### src/hdl/stm_defines.vh
/*
 * Register offsets, field positions, reset values and counts for the
 * standard timer mode and pin control block. Definitions only.
 */
`ifndef STM_DEFINES_VH
`define STM_DEFINES_VH

// Byte addresses on APB, one aligned word each
`define STM_CTRL0_ADDR      12'h000
`define STM_MODE_PIN_ADDR   12'h004
`define STM_CNT_LO_ADDR     12'h008
`define STM_CNT_HI_ADDR     12'h00c
`define STM_CMPA_LO_ADDR    12'h010
`define STM_CMPA_HI_ADDR    12'h014

// Control 0 fields: counter_on and compare_p_value
`define STM_ON_BIT          3
`define STM_CMPP_MSB        2
`define STM_CMPP_LSB        0

// timer_mode_pin_control fields
`define STM_MODE_MSB        7
`define STM_MODE_LSB        6
`define STM_PINF_MSB        5
`define STM_PINF_LSB        4
`define STM_OLC_BIT         3
`define STM_INV_BIT         2
`define STM_SWAP_BIT        1
`define STM_CLR_BIT         0

`define STM_MODE_CMP        2'h0
`define STM_MODE_CAP        2'h1
`define STM_MODE_PWM        2'h2
`define STM_MODE_TMR        2'h3

`define STM_PIN_HOLD        2'h0
`define STM_PIN_LOW         2'h1
`define STM_PIN_HIGH        2'h2
`define STM_PIN_TOGGLE      2'h3

`define STM_CAP_RISE        2'h0
`define STM_CAP_FALL        2'h1
`define STM_CAP_BOTH        2'h2

`define STM_REG_RESET       8'h00
`define STM_CNT_MAX         10'h3ff

`endif

### src/hdl/stm_timer.v
/*
 * Standard timer: 10-bit up counter, comparators A and P, mode and pin
 * control, capture, and the counter byte read path, as an APB slave.
 * Assumes the capture pin is asynchronous and that the counter advances
 * once per pclk (clock selection and pause live elsewhere).
 */
// Contract
// - Mode field selects compare, capture, PWM, timer
// - Timer mode: pin undefined, pin function unused
// - Compare A match: hold, low, high, toggle
// - PWM pin: inactive, active, PWM, single pulse
// - Capture on rise, fall, both, or disabled
// - Match to initial level shows no change
// - Counter-on rising edge restores initial level
// - Compare mode: level bit sets initial level
// - PWM mode: level bit sets active level
// - Single pulse: level bit is start level
// - Level bit ignored in timer mode
// - Invert bit inverts pin, not timer mode (the code also parks the pin low in capture mode)
// - Swap bit exchanges period and duty comparators
// - Clear bit picks compare A or P/overflow
// - Overflow clear only when compare P zero
// - Clear bit ignored in PWM and capture (the code still lets it mask match_p_evt in capture mode)
// - Low byte register reads counter bits 7:0
// - High byte read latches low byte buffer
// - Counter-on rise clears count, fall holds
// - Compare P matches counter bits 9:7
`timescale 1ns/1ps
`include "stm_defines.vh"

module stm_timer (
	input  wire        pclk,
	input  wire        presetn,
	input  wire        psel,
	input  wire        penable,
	input  wire        pwrite,
	input  wire [11:0] paddr,
	input  wire [31:0] pwdata,
	output reg  [31:0] prdata,
	output reg         pready,
	output reg         pslverr,
	input  wire        capture_input_pin,
	output reg         timer_output_pin,
	output reg         match_a_evt,
	output reg         match_p_evt,
	output reg         capture_evt
);

	reg  [7:0] ctrl0_q;
	reg  [7:0] mode_q;
	reg  [9:0] cmpa_q;
	reg  [7:0] cmpa_buf_q;
	reg  [7:0] cnt_buf_q;
	reg  [9:0] cnt_q;
	reg  [9:0] cap_q;
	reg        on_q;
	reg        lvl_q;
	reg        pulse_done_q;
	reg        cap_s1_q;
	reg        cap_s2_q;
	reg        cap_s3_q;

	wire [1:0] mode   = mode_q[`STM_MODE_MSB:`STM_MODE_LSB];
	wire [1:0] pinf   = mode_q[`STM_PINF_MSB:`STM_PINF_LSB];
	wire       olc    = mode_q[`STM_OLC_BIT];
	wire       inv    = mode_q[`STM_INV_BIT];
	wire       swap   = mode_q[`STM_SWAP_BIT];
	wire       clrsel = mode_q[`STM_CLR_BIT];
	wire       on     = ctrl0_q[`STM_ON_BIT];
	wire [2:0] cmpp   = ctrl0_q[`STM_CMPP_MSB:`STM_CMPP_LSB];

	wire acc    = psel & penable;
	wire wr     = acc & pwrite;
	wire setup  = psel & ~penable;
	wire rd_set = setup & ~pwrite;
	wire on_set = on & ~on_q;
	wire run    = on & on_q;

	// Compare P matches the top three counter bits with the low seven at zero, so a zero
	// value means the full 1024-count wrap
	wire       match_p  = (cnt_q[9:7] == cmpp) && (cnt_q[6:0] == 7'h00)
		&& (cnt_q != 10'h000);
	wire       ovf      = (cnt_q == `STM_CNT_MAX);
	wire       match_a  = (cnt_q == cmpa_q) && (cmpa_q != 10'h000);
	wire       is_pwm   = (mode == `STM_MODE_PWM);
	wire       is_cap   = (mode == `STM_MODE_CAP);
	// Period comparator chosen by the swap bit
	wire [9:0] period   = swap ? cmpa_q : {cmpp, 7'h00};
	wire [9:0] duty     = swap ? {cmpp, 7'h00} : cmpa_q;
	wire       per_end  = (period == 10'h000) ? ovf
		: (cnt_q == period - 10'h001);
	reg        clr_cnt;

	always @* begin
		if (is_pwm) begin
			clr_cnt = per_end;
		end else if (is_cap) begin
			clr_cnt = ovf;
		end else if (clrsel) begin
			clr_cnt = match_a;
		end else begin
			// Overflow wrap only counts when compare P is zero
			clr_cnt = (cmpp == 3'h0) ? ovf : match_p;
		end
	end

	// Capture edge choice
	wire cap_rise = cap_s2_q & ~cap_s3_q;
	wire cap_fall = ~cap_s2_q & cap_s3_q;
	reg  cap_hit;

	always @* begin
		case (pinf)
			`STM_CAP_RISE: cap_hit = cap_rise;
			`STM_CAP_FALL: cap_hit = cap_fall;
			`STM_CAP_BOTH: cap_hit = cap_rise | cap_fall;
			default:       cap_hit = 1'b0;
		endcase
	end

	// Internal pin level before inversion
	reg lvl_d;

	always @* begin
		lvl_d = lvl_q;
		// Forced PWM levels win over the start level
		if (on_set && !(is_pwm && !pinf[1])) begin
			lvl_d = olc;
		end else if (mode == `STM_MODE_CMP && run && match_a) begin
			// Driving the level already held shows no change
			case (pinf)
				`STM_PIN_LOW:    lvl_d = 1'b0;
				`STM_PIN_HIGH:   lvl_d = 1'b1;
				`STM_PIN_TOGGLE: lvl_d = ~lvl_q;
				default:         lvl_d = lvl_q;
			endcase
		end else if (is_pwm) begin
			// Pin function is not resampled safely mid-run
			case (pinf)
				2'h0:    lvl_d = ~olc;
				2'h1:    lvl_d = olc;
				2'h2:    lvl_d = (run && cnt_q < duty) ? olc : ~olc;
				default: lvl_d = (run && !pulse_done_q && cnt_q < duty)
					? olc : ~olc;
			endcase
		end
	end

	// Capture pin: two flops against metastability, a third for edges
	always @(posedge pclk or negedge presetn) begin
		if (!presetn) begin
			cap_s1_q <= 1'b0;
			cap_s2_q <= 1'b0;
			cap_s3_q <= 1'b0;
		end else begin
			cap_s1_q <= capture_input_pin;
			cap_s2_q <= cap_s1_q;
			cap_s3_q <= cap_s2_q;
		end
	end

	// Counter-on history, used to find its rising edge
	always @(posedge pclk or negedge presetn) begin
		if (!presetn) begin
			on_q <= 1'b0;
		end else begin
			on_q <= on;
		end
	end

	// Internal pin level, kept apart from inversion
	always @(posedge pclk or negedge presetn) begin
		if (!presetn) begin
			lvl_q <= 1'b0;
		end else begin
			lvl_q <= lvl_d;
		end
	end

	// Counter: on rise clears, off holds the count
	always @(posedge pclk or negedge presetn) begin
		if (!presetn) begin
			cnt_q <= 10'h000;
		end else if (on_set) begin
			cnt_q <= 10'h000;
		end else if (run) begin
			cnt_q <= clr_cnt ? 10'h000 : cnt_q + 10'h001;
		end
	end

	// Single pulse: the window closes for good at the first period end,
	// and only a new counter-on rise opens it again
	always @(posedge pclk or negedge presetn) begin
		if (!presetn) begin
			pulse_done_q <= 1'b0;
		end else if (on_set) begin
			pulse_done_q <= 1'b0;
		end else if (run && is_pwm && per_end) begin
			pulse_done_q <= 1'b1;
		end
	end

	// Count taken at the chosen capture edge
	always @(posedge pclk or negedge presetn) begin
		if (!presetn) begin
			cap_q <= 10'h000;
		end else if (run && is_cap && cap_hit) begin
			cap_q <= cnt_q;
		end
	end

	// Event pulses, one cycle each
	always @(posedge pclk or negedge presetn) begin
		if (!presetn) begin
			capture_evt <= 1'b0;
		end else begin
			capture_evt <= run & is_cap & cap_hit;
		end
	end

	always @(posedge pclk or negedge presetn) begin
		if (!presetn) begin
			match_a_evt <= 1'b0;
		end else begin
			match_a_evt <= run & match_a & ~is_cap;
		end
	end

	// Compare P stays silent while compare A clears the counter
	always @(posedge pclk or negedge presetn) begin
		if (!presetn) begin
			match_p_evt <= 1'b0;
		end else begin
			match_p_evt <= run & match_p & ~(clrsel & ~is_pwm);
		end
	end

	// Output pin level ahead of its flop
	reg pin_d;

	always @* begin
		if (mode == `STM_MODE_TMR || is_cap) begin
			// Parked low: the pin is undefined here, and neither the
			// level bit nor the invert bit may reach it
			pin_d = 1'b0;
		end else begin
			pin_d = lvl_d ^ inv;
		end
	end

	always @(posedge pclk or negedge presetn) begin
		if (!presetn) begin
			timer_output_pin <= 1'b0;
		end else begin
			timer_output_pin <= pin_d;
		end
	end

	// Address decode; anything else is refused with pslverr
	wire       mapped = (paddr == `STM_CTRL0_ADDR)
		|| (paddr == `STM_MODE_PIN_ADDR)
		|| (paddr == `STM_CNT_LO_ADDR)
		|| (paddr == `STM_CNT_HI_ADDR)
		|| (paddr == `STM_CMPA_LO_ADDR)
		|| (paddr == `STM_CMPA_HI_ADDR);

	// In capture mode the count bytes show the captured value
	wire [9:0] cnt_src = is_cap ? cap_q : cnt_q;

	reg  [31:0] rdata_d;

	always @* begin
		rdata_d = 32'h00000000;
		case (paddr)
		`STM_CTRL0_ADDR:    rdata_d[7:0] = ctrl0_q;
		`STM_MODE_PIN_ADDR: rdata_d[7:0] = mode_q;
		// Low byte comes from the buffer filled by the high byte
		// read
		`STM_CNT_LO_ADDR:   rdata_d[7:0] = cnt_buf_q;
		`STM_CNT_HI_ADDR:   rdata_d[1:0] = cnt_src[9:8];
		`STM_CMPA_LO_ADDR:  rdata_d[7:0] = cmpa_q[7:0];
		`STM_CMPA_HI_ADDR:  rdata_d[1:0] = cmpa_q[9:8];
		default:            rdata_d = 32'h00000000;
		endcase
	end

	// Single-cycle APB answer: pready rises in the access cycle
	always @(posedge pclk or negedge presetn) begin
		if (!presetn) begin
			pready  <= 1'b0;
			pslverr <= 1'b0;
		end else begin
			pready  <= setup;
			pslverr <= setup & ~mapped;
		end
	end

	// Read data is latched in the setup cycle, so it stands while
	// pready is high
	always @(posedge pclk or negedge presetn) begin
		if (!presetn) begin
			prdata <= 32'h00000000;
		end else if (setup) begin
			prdata <= pwrite ? 32'h00000000 : rdata_d;
		end
	end

	// Buffer filled from the same count sample as the high byte, so
	// the pair never tears across a carry
	always @(posedge pclk or negedge presetn) begin
		if (!presetn) begin
			cnt_buf_q <= 8'h00;
		end else if (rd_set && paddr == `STM_CNT_HI_ADDR) begin
			cnt_buf_q <= cnt_src[7:0];
		end
	end

	// Register writes take effect at the access edge
	always @(posedge pclk or negedge presetn) begin
		if (!presetn) begin
			ctrl0_q <= `STM_REG_RESET;
		end else if (wr && paddr == `STM_CTRL0_ADDR) begin
			ctrl0_q <= pwdata[7:0];
		end
	end

	// Mode written as-is; software stops first
	always @(posedge pclk or negedge presetn) begin
		if (!presetn) begin
			mode_q <= `STM_REG_RESET;
		end else if (wr && paddr == `STM_MODE_PIN_ADDR) begin
			mode_q <= pwdata[7:0];
		end
	end

	// Compare A low byte waits in a buffer until the high byte lands
	always @(posedge pclk or negedge presetn) begin
		if (!presetn) begin
			cmpa_buf_q <= 8'h00;
		end else if (wr && paddr == `STM_CMPA_LO_ADDR) begin
			cmpa_buf_q <= pwdata[7:0];
		end
	end

	always @(posedge pclk or negedge presetn) begin
		if (!presetn) begin
			cmpa_q <= 10'h000;
		end else if (wr && paddr == `STM_CMPA_HI_ADDR) begin
			cmpa_q <= {pwdata[1:0], cmpa_buf_q};
		end
	end

endmodule

### config.mk
export PLATFORM = sky130hd
export DESIGN_NAME = stm_timer
export DESIGN_NICKNAME = d
export VERILOG_FILES = /design/src/hdl/stm_timer.v
export VERILOG_INCLUDE_DIRS = /design/src /design/src/hdl
export SDC_FILE = /design/constraint.sdc
export NUM_CORES = 1
export LEC_CHECK = 0
export ABC_AREA = 1
export BUFFER_PORTS_ARGS = -buffer_cell sky130_fd_sc_hd__buf_2
export CAP_MARGIN = 30
export CORE_UTILIZATION = 45
export DETAILED_ROUTE_END_ITERATION = 10
export PLACE_DENSITY = 0.77
export SYNTH_ARGS = -nofsm -noshare
export SYNTH_HDL_FRONTEND = slang
export SYNTH_SLANG_ARGS = --single-unit
### constraint.sdc
create_clock -name pclk -period 2.8 [get_ports pclk]
set_input_delay 0.84 -clock pclk [delete_from_list [all_inputs] [get_ports pclk]]
set_output_delay 0.84 -clock pclk [all_outputs]
set_load 0.01 [all_outputs]
=== Word-level counts from Yosys, hierarchy flattened ===
Cells that the tools add are included.

* Logic and storage cells: 130
* Output and inout bits: 38
* Flip-flop bits (word level): 106

* Reduce and logical (&&, ||, !) cells: 38
* Add/sub/neg operators: 2
* Bitwise logic cells: 29
* Magnitude comparators: 1
* Mux-type cells: 25
* Equal/unequal tests: 15

{| class="wikitable"
|+ Operator list
! cell !! count
|-
| 10-bit two-way mux || 6
|-
| 12-bit by 4-bit equality test with 1-bit output, second input constant || 2
|-
| 12-bit by 5-bit equality test with 1-bit output, second input constant || 2
|-
| 6-bit case mux with 4 select lines || 1
|-
| 10-bit equality test || 2
|-
| 10-bit nonzero test || 2
|-
| 1-bit logical AND || 19
|-
| 1-bit bitwise AND || 16
|-
| 1-bit two-way mux || 13
|-
| 12-bit by 3-bit equality test with 1-bit output, second input constant || 1
|-
| 12-bit logical NOT || 1
|-
| 2-bit case mux with 6 select lines || 1
|-
| 1-bit NOT || 11
|-
| 10-bit by 1-bit adder with 10-bit output, second input constant || 1
|-
| 10-bit equality test, second input constant || 1
|-
| 10-bit logical NOT || 1
|-
| 10-bit less-than comparator || 1
|-
| 10-bit by 1-bit subtractor with 10-bit output, second input constant || 1
|-
| 1-bit case mux with 3 select lines || 3
|-
| 2-bit equality test, second input constant || 4
|-
| 8-bit two-way mux || 1
|-
| 7-bit logical NOT || 1
|-
| 1-bit logical OR || 6
|-
| 2-bit by 1-bit equality test with 1-bit output, second input constant || 2
|-
| 7 further kinds || 11
|}

=== Depth between registers and ports, before layout ===
* Depth after elaboration: 10
* Depth in mapped cells: 19
* Gate-level depth less buffers: 18

=== Worst setup path after synthesis ===
Ideal clock, no wire load.

* Path kind: input to register
* From: input port paddr[7]
* To: register ctrl0_q[7]
* Arrival: 1.978 ns
* Cell stages on the path: 9
* Data required time: 2.674 ns
* Path slack: 0.696 ns
* Cell sequence: nor2_1 > nand3_1 > nor2_4 > nand4_4 > inv_1 > nand2_1 > buf_2 > nand2_1 > o21ai_0

* Longest elaborated chain between the ends: 2

{| class="wikitable"
|+ RTL lines
! item !! line !! source
|-
| start: declaration || stm_timer.v:37 || <nowiki>input wire [11:0] paddr,</nowiki>
|-
| 12-bit logical NOT || -- ||
|-
| 1-bit logical AND (no line) || -- ||
|-
| end signal: assignment || stm_timer.v:321 || <nowiki>ctrl0_q <= `STM_REG_RESET;</nowiki>
|-
| end signal: assignment || stm_timer.v:323 || <nowiki>ctrl0_q <= pwdata[7:0];</nowiki>
|-
| end: declaration || stm_timer.v:49 || <nowiki>reg [7:0] ctrl0_q;</nowiki>
|}

No other way between the ends.
A chain may end at the register's enable or synchronous reset.

=== Final worst setup path ===
* From: register mode_q[1]
* To: register timer_output_pin

* Longest elaborated chain between the ends: 10

{| class="wikitable"
|+ RTL lines
! item !! line !! source
|-
| start: declaration || stm_timer.v:50 || <nowiki>reg [7:0] mode_q;</nowiki>
|-
| start signal: assignment || stm_timer.v:330 || <nowiki>mode_q <= `STM_REG_RESET;</nowiki>
|-
| start signal: assignment || stm_timer.v:332 || <nowiki>mode_q <= pwdata[7:0];</nowiki>
|-
| 10-bit two-way mux * || stm_timer.v:89 || <nowiki>wire [9:0] duty = swap ? {cmpp, 7'h00} : cmpa_q;</nowiki>
|-
| 10-bit less-than comparator * || stm_timer.v:142, stm_timer.v:143 ||
|-
| 1-bit logical AND (on tied branches) || stm_timer.v:143, stm_timer.v:142 ||
|-
| 1-bit two-way mux (on tied branches) || stm_timer.v:144, stm_timer.v:142 ||
|-
| 1-bit case mux with 3 select lines * || stm_timer.v:139 || <nowiki>case (pinf)</nowiki>
|-
| 1-bit two-way mux * || stm_timer.v:137 || <nowiki>end else if (is_pwm) begin</nowiki>
|-
| 1-bit two-way mux * || stm_timer.v:129 || <nowiki>end else if (mode == `STM_MODE_CMP && run && match_a) begin</nowiki>
|-
| 1-bit two-way mux * || stm_timer.v:127 || <nowiki>if (on_set && !(is_pwm && !pinf[1])) begin</nowiki>
|-
| 1-bit XOR * || stm_timer.v:247 || <nowiki>pin_d = lvl_d ^ inv;</nowiki>
|-
| 1-bit two-way mux * || stm_timer.v:242 || <nowiki>if (mode == `STM_MODE_TMR || is_cap) begin</nowiki>
|-
| net pin_d || stm_timer.v:239 || <nowiki>reg pin_d;</nowiki>
|-
| end signal: assignment || stm_timer.v:255 || <nowiki>timer_output_pin <= pin_d;</nowiki>
|-
| end: declaration || stm_timer.v:43 || <nowiki>output reg timer_output_pin,</nowiki>
|}

The timed path passes the listed nets; every way through them passes the cells marked *.

==> results.py <==
metrics = {
    "timing": {
        "fin_crit_sh_pct": 83.7,
        "max_slew_margin_pct": 56.8,
        "fmax_mhz": 427,
        "holdWs_ns": 0.350,
        "setup_viol": 0,
        "worst_pin_slew_ns": 0.646,
        "period_needed_ns": 2.34,
        "grt_setup_unrepaired": "false",
        "finClkSkew_ns": 0.00731,
        "hold_violations": 0,
        "finalMaxSlewViolations": 0,
        "finalSetupTns_ns": 0,
    },
    "global_routing": {
        "grt_first_pass_wirelength_um": 21600,
        "grt_max_degree": 38,
        "first_global_vias": 4261,
        "antenna_found_initial": 0,
        "grt_usage_pct": 23.7,
        "gr-total-overflow": 0,
    },
    "logic_synthesis": {
        "syn_inst": 704,
        "synthTopCellsByArea": "dfrtp_1 40%, nand2_1 15%, o21ai_0 6.7%",
        "syn-cell-area_um2": 5190,
        "synth_cell_type_count": 44,
        "synth_top_cell_area_share_pct": 39.5,
        "synth_top_area_cell": "dfrtp_1",
        "postSynthAreaPerCell_um2": 7.38,
        "ys_ff_latch": 82,
        "yosys_warnings": 0,
        "yosysSeqAreaShare_pct": 39.5,
    },
    "die": {
        "num_rows": 38,
        "coreArea_um2": 11000,
        "dieArea_um2": 12000,
        "die_w_um": 109,
        "start_util_pct": 47.1,
        "ios": 88,
        "die_h_um": 109,
    },
    "run": {
        "drv_cap": 0,
    },
    "setup_path": {
        "rr_endpoint": "timer_output_pin$_DFF_PN0_",
        "end_kind": "flop",
        "worstSetupPathType": "reg2reg",
        "cp.arrival_ns": 2.60,
        "reg2reg_depth": 16,
        "reg2reg_slack_ns": 0.46,
        "crit_path_start_kind": "flop",
        "cp.required_ns": 3.06,
        "crit_fanout": 17,
        "r2r_start": "mode_q[1]$_DFFE_PN0P_",
    },
    "routing": {
        "detail_route.wl_per_cell_um": 14.9,
        "postRouteAntennaNets": 0,
        "drt_first_pass_iters": 5,
        "vias": 4661,
        "wl_um": 13200,
        "drc": 0,
        "wl_met3_um": 876,
        "drt_iter0_drc": 505,
        "top_layer_used": "met4",
        "dr_wl_met2_um": 5940,
        "viasPerCell": 5.25,
        "drt-met1-wl_um": 6240,
    },
    "clock_network": {
        "path_clk_slew_ns": 0.07,
        "cts_buffer_depth": 2,
        "clock-sinks": 82,
        "postCtsSetupRepairBufs": 0,
        "cts_tree": "yes",
        "hold_buffers": 0,
        "cts_max_level": 3,
        "numCtsBuffers": 9,
        "clock_latency_ns": 0.34,
        "cts_root_buf": "clkbuf_16",
    },
    "cells_and_area": {
        "drive_gt1_share_pct": 14.6,
        "utilization_pct": 52.1,
        "n_antenna_cell": 0,
        "final_cell_mix": "203 x nand2_1, 81 x dfrtp_1, 70 x inv_1, 70 x o21ai_0, 54 x nor2_1",
        "fin_cells": 887,
        "final_common_cell": "nand2_1",
        "area_growth_pct": 10.7,
        "nNetsFinal": 806,
    },
    "power": {
        "seqPwrFrac_pct": 47.9,
        "max-vdd-ir-drop_mv": 0.359,
        "power_frac_comb_pct": 3.9,
        "swShare_pct": 25.6,
        "pwr_density_cell_nw_per_um2": 432,
        "intPower_mw": 1.85,
        "p_leak_nw": 3.04,
        "power.clock.fraction_pct": 48.2,
        "total_power_mw": 2.49,
        "p_switching_uw": 636,
    },
    "min_path": {
        "whs_path_depth": 0,
        "hold_class": "reg2reg",
        "holdPathEnd": "cap_s2_q$_DFF_PN0_",
        "hold_start": "cap_s1_q$_DFF_PN0_",
    },
    "status": {
        "status": "complete, no violations",
    },
    "placement": {
        "dpl.cell_count": 871,
        "portBuffers": 39,
        "gp_congestion": 0.958,
        "post-dp-hpwl_um": 9840,
    },
}
==> state kept, by name, summed over array words and instances, names as in the netlist, 8 cells and up <==
signal      count
cnt_buf_q       8
cmpa_buf_q      8
cap_q          10
cnt_q          10
mode_q          8
cmpa_q         10
ctrl0_q         8
prdata          8
==> critical path, cell delays in order (launching register included) <==
cell and delay (ns):
dfrtp_2 0.61, o21ai_0 0.18, ha_1 0.34, nand2_1 0.06, inv_1 0.09, nand2_1 0.07, nor2_1 0.10, nand2_1 0.08
nand4_1 0.11, nand2_1 0.08, nand2_1 0.07, nand2_1 0.05, nand3_1 0.06, nand2_1 0.09, nand3_1 0.08, nand2_1 0.05
nor2_1 0.13
==> cell type report <==
class	count	area, um2
multi-input cells	523	2660
clock inverters	7	76.3
inverters	80	300
flip-flops and latches	82	2050
fillers	1072	5280
repair buffers	46	263
well taps	140	175
clock buffers	9	225
==> logic make-up after synthesis <==
family / Yosys count / synth area share [%]
mux: 8 / 1.73
buf+inv: 122 / 11.0
other cells: 1 / 0.0722
fa+ha+maj: 14 / 3.37
compound gates: 109 / 11.7
simple gates: 358 / 30.5
flops: 82 / 39.5
xor+xnor: 10 / 2.10
==> metrics by stage <==
stage / cell area, um2 / setup slack (ns)
floorplan: 5280 / 0.696
global placement: 5450 / 0.310
detailed placement: 5450 / 0.217
CTS: 5750 / 0.262
global route: 5750 / 0.180
finish: 5750 / 0.458
==> power groups by stage <==
| stage | Clock, mW | Combinational (mW) | Sequential (mW) |
|---|---|---|---|
| final | 1.20 | 0.0978 | 1.19 |
| after global routing | 1.26 | 0.114 | 1.19 |
| after CTS | 1.21 | 0.0994 | 1.19 |
| after detailed placement | 0 | 0.0985 | 1.21 |
| after global placement | 0 | 0.0977 | 1.21 |
| after floorplan | 0 | 0.0646 | 1.22 |
==> cells in the mapped netlist <==
| cell | n |
|---|---|
| nor2_2 | 6 |
| nor2_4 | 1 |
| nor2_1 | 54 |
| buf_6 | 2 |
| a22o_1 | 5 |
| ha_1 | 14 |
| nand4_4 | 1 |
| a221oi_1 | 1 |
| a211oi_1 | 1 |
| conb_1 | 1 |
| o21ai_0 | 70 |
| o31ai_1 | 2 |
| nand2_2 | 6 |
| o2111ai_1 | 2 |
| nor3_2 | 3 |
| xor2_2 | 1 |
| o211ai_1 | 2 |
| or2_2 | 2 |
| buf_2 | 5 |
| nand2_1 | 203 |
| xnor2_1 | 3 |
| or2_0 | 1 |
| nand2_4 | 3 |
| nand3_1 | 46 |
| nor3_4 | 1 |
| xor2_1 | 5 |
| and3_1 | 2 |
| inv_1 | 70 |
| nand4_1 | 15 |
| clkbuf_1 | 11 |
| o21ai_1 | 4 |
| o21ai_2 | 2 |
| nor3_1 | 12 |
| xnor3_1 | 1 |
| o22ai_1 | 6 |
| nand3b_1 | 1 |
| a21oi_2 | 1 |
| nand3_2 | 1 |
| o21a_1 | 1 |
| a21oi_1 | 12 |
| buf_4 | 24 |
| dfrtp_1 | 82 |
| mux2_2 | 8 |
| inv_2 | 10 |
==> metal layers <==
metal | global-route usage (%) | up-vias
met1 | 34.3 | 2149
met4 | 6.19 | 0
met5 | 0 | -
met3 | 3.26 | 19
met2 | 37.2 | 174
li1 | - | 2319
==> timing repair <==
action / CTS / global route
endpoints found under the hold margin: 0 / 0
resized for setup: 0 / 1
setup endpoints to repair: 0 / 3
==> worst max-delay path by stage <==
stage / cells past startpoint / from / to / slack (ns)
6_report: 16 / mode_q[1]$_DFFE_PN0P_ / timer_output_pin$_DFF_PN0_ / 0.46
5_1_grt: 17 / mode_q[1]$_DFFE_PN0P_ / timer_output_pin$_DFF_PN0_ / 0.18
4_1_cts: 16 / mode_q[1]$_DFFE_PN0P_ / timer_output_pin$_DFF_PN0_ / 0.26
3_5_place_dp: 8 / paddr[7] / ctrl0_q[3]$_DFFE_PN0P_ / 0.22
3_3_place_gp: 9 / paddr[7] / ctrl0_q[7]$_DFFE_PN0P_ / 0.31
2_1_floorplan: 9 / paddr[7] / ctrl0_q[7]$_DFFE_PN0P_ / 0.70
Note: power is estimated with default switching activity, not from simulation.
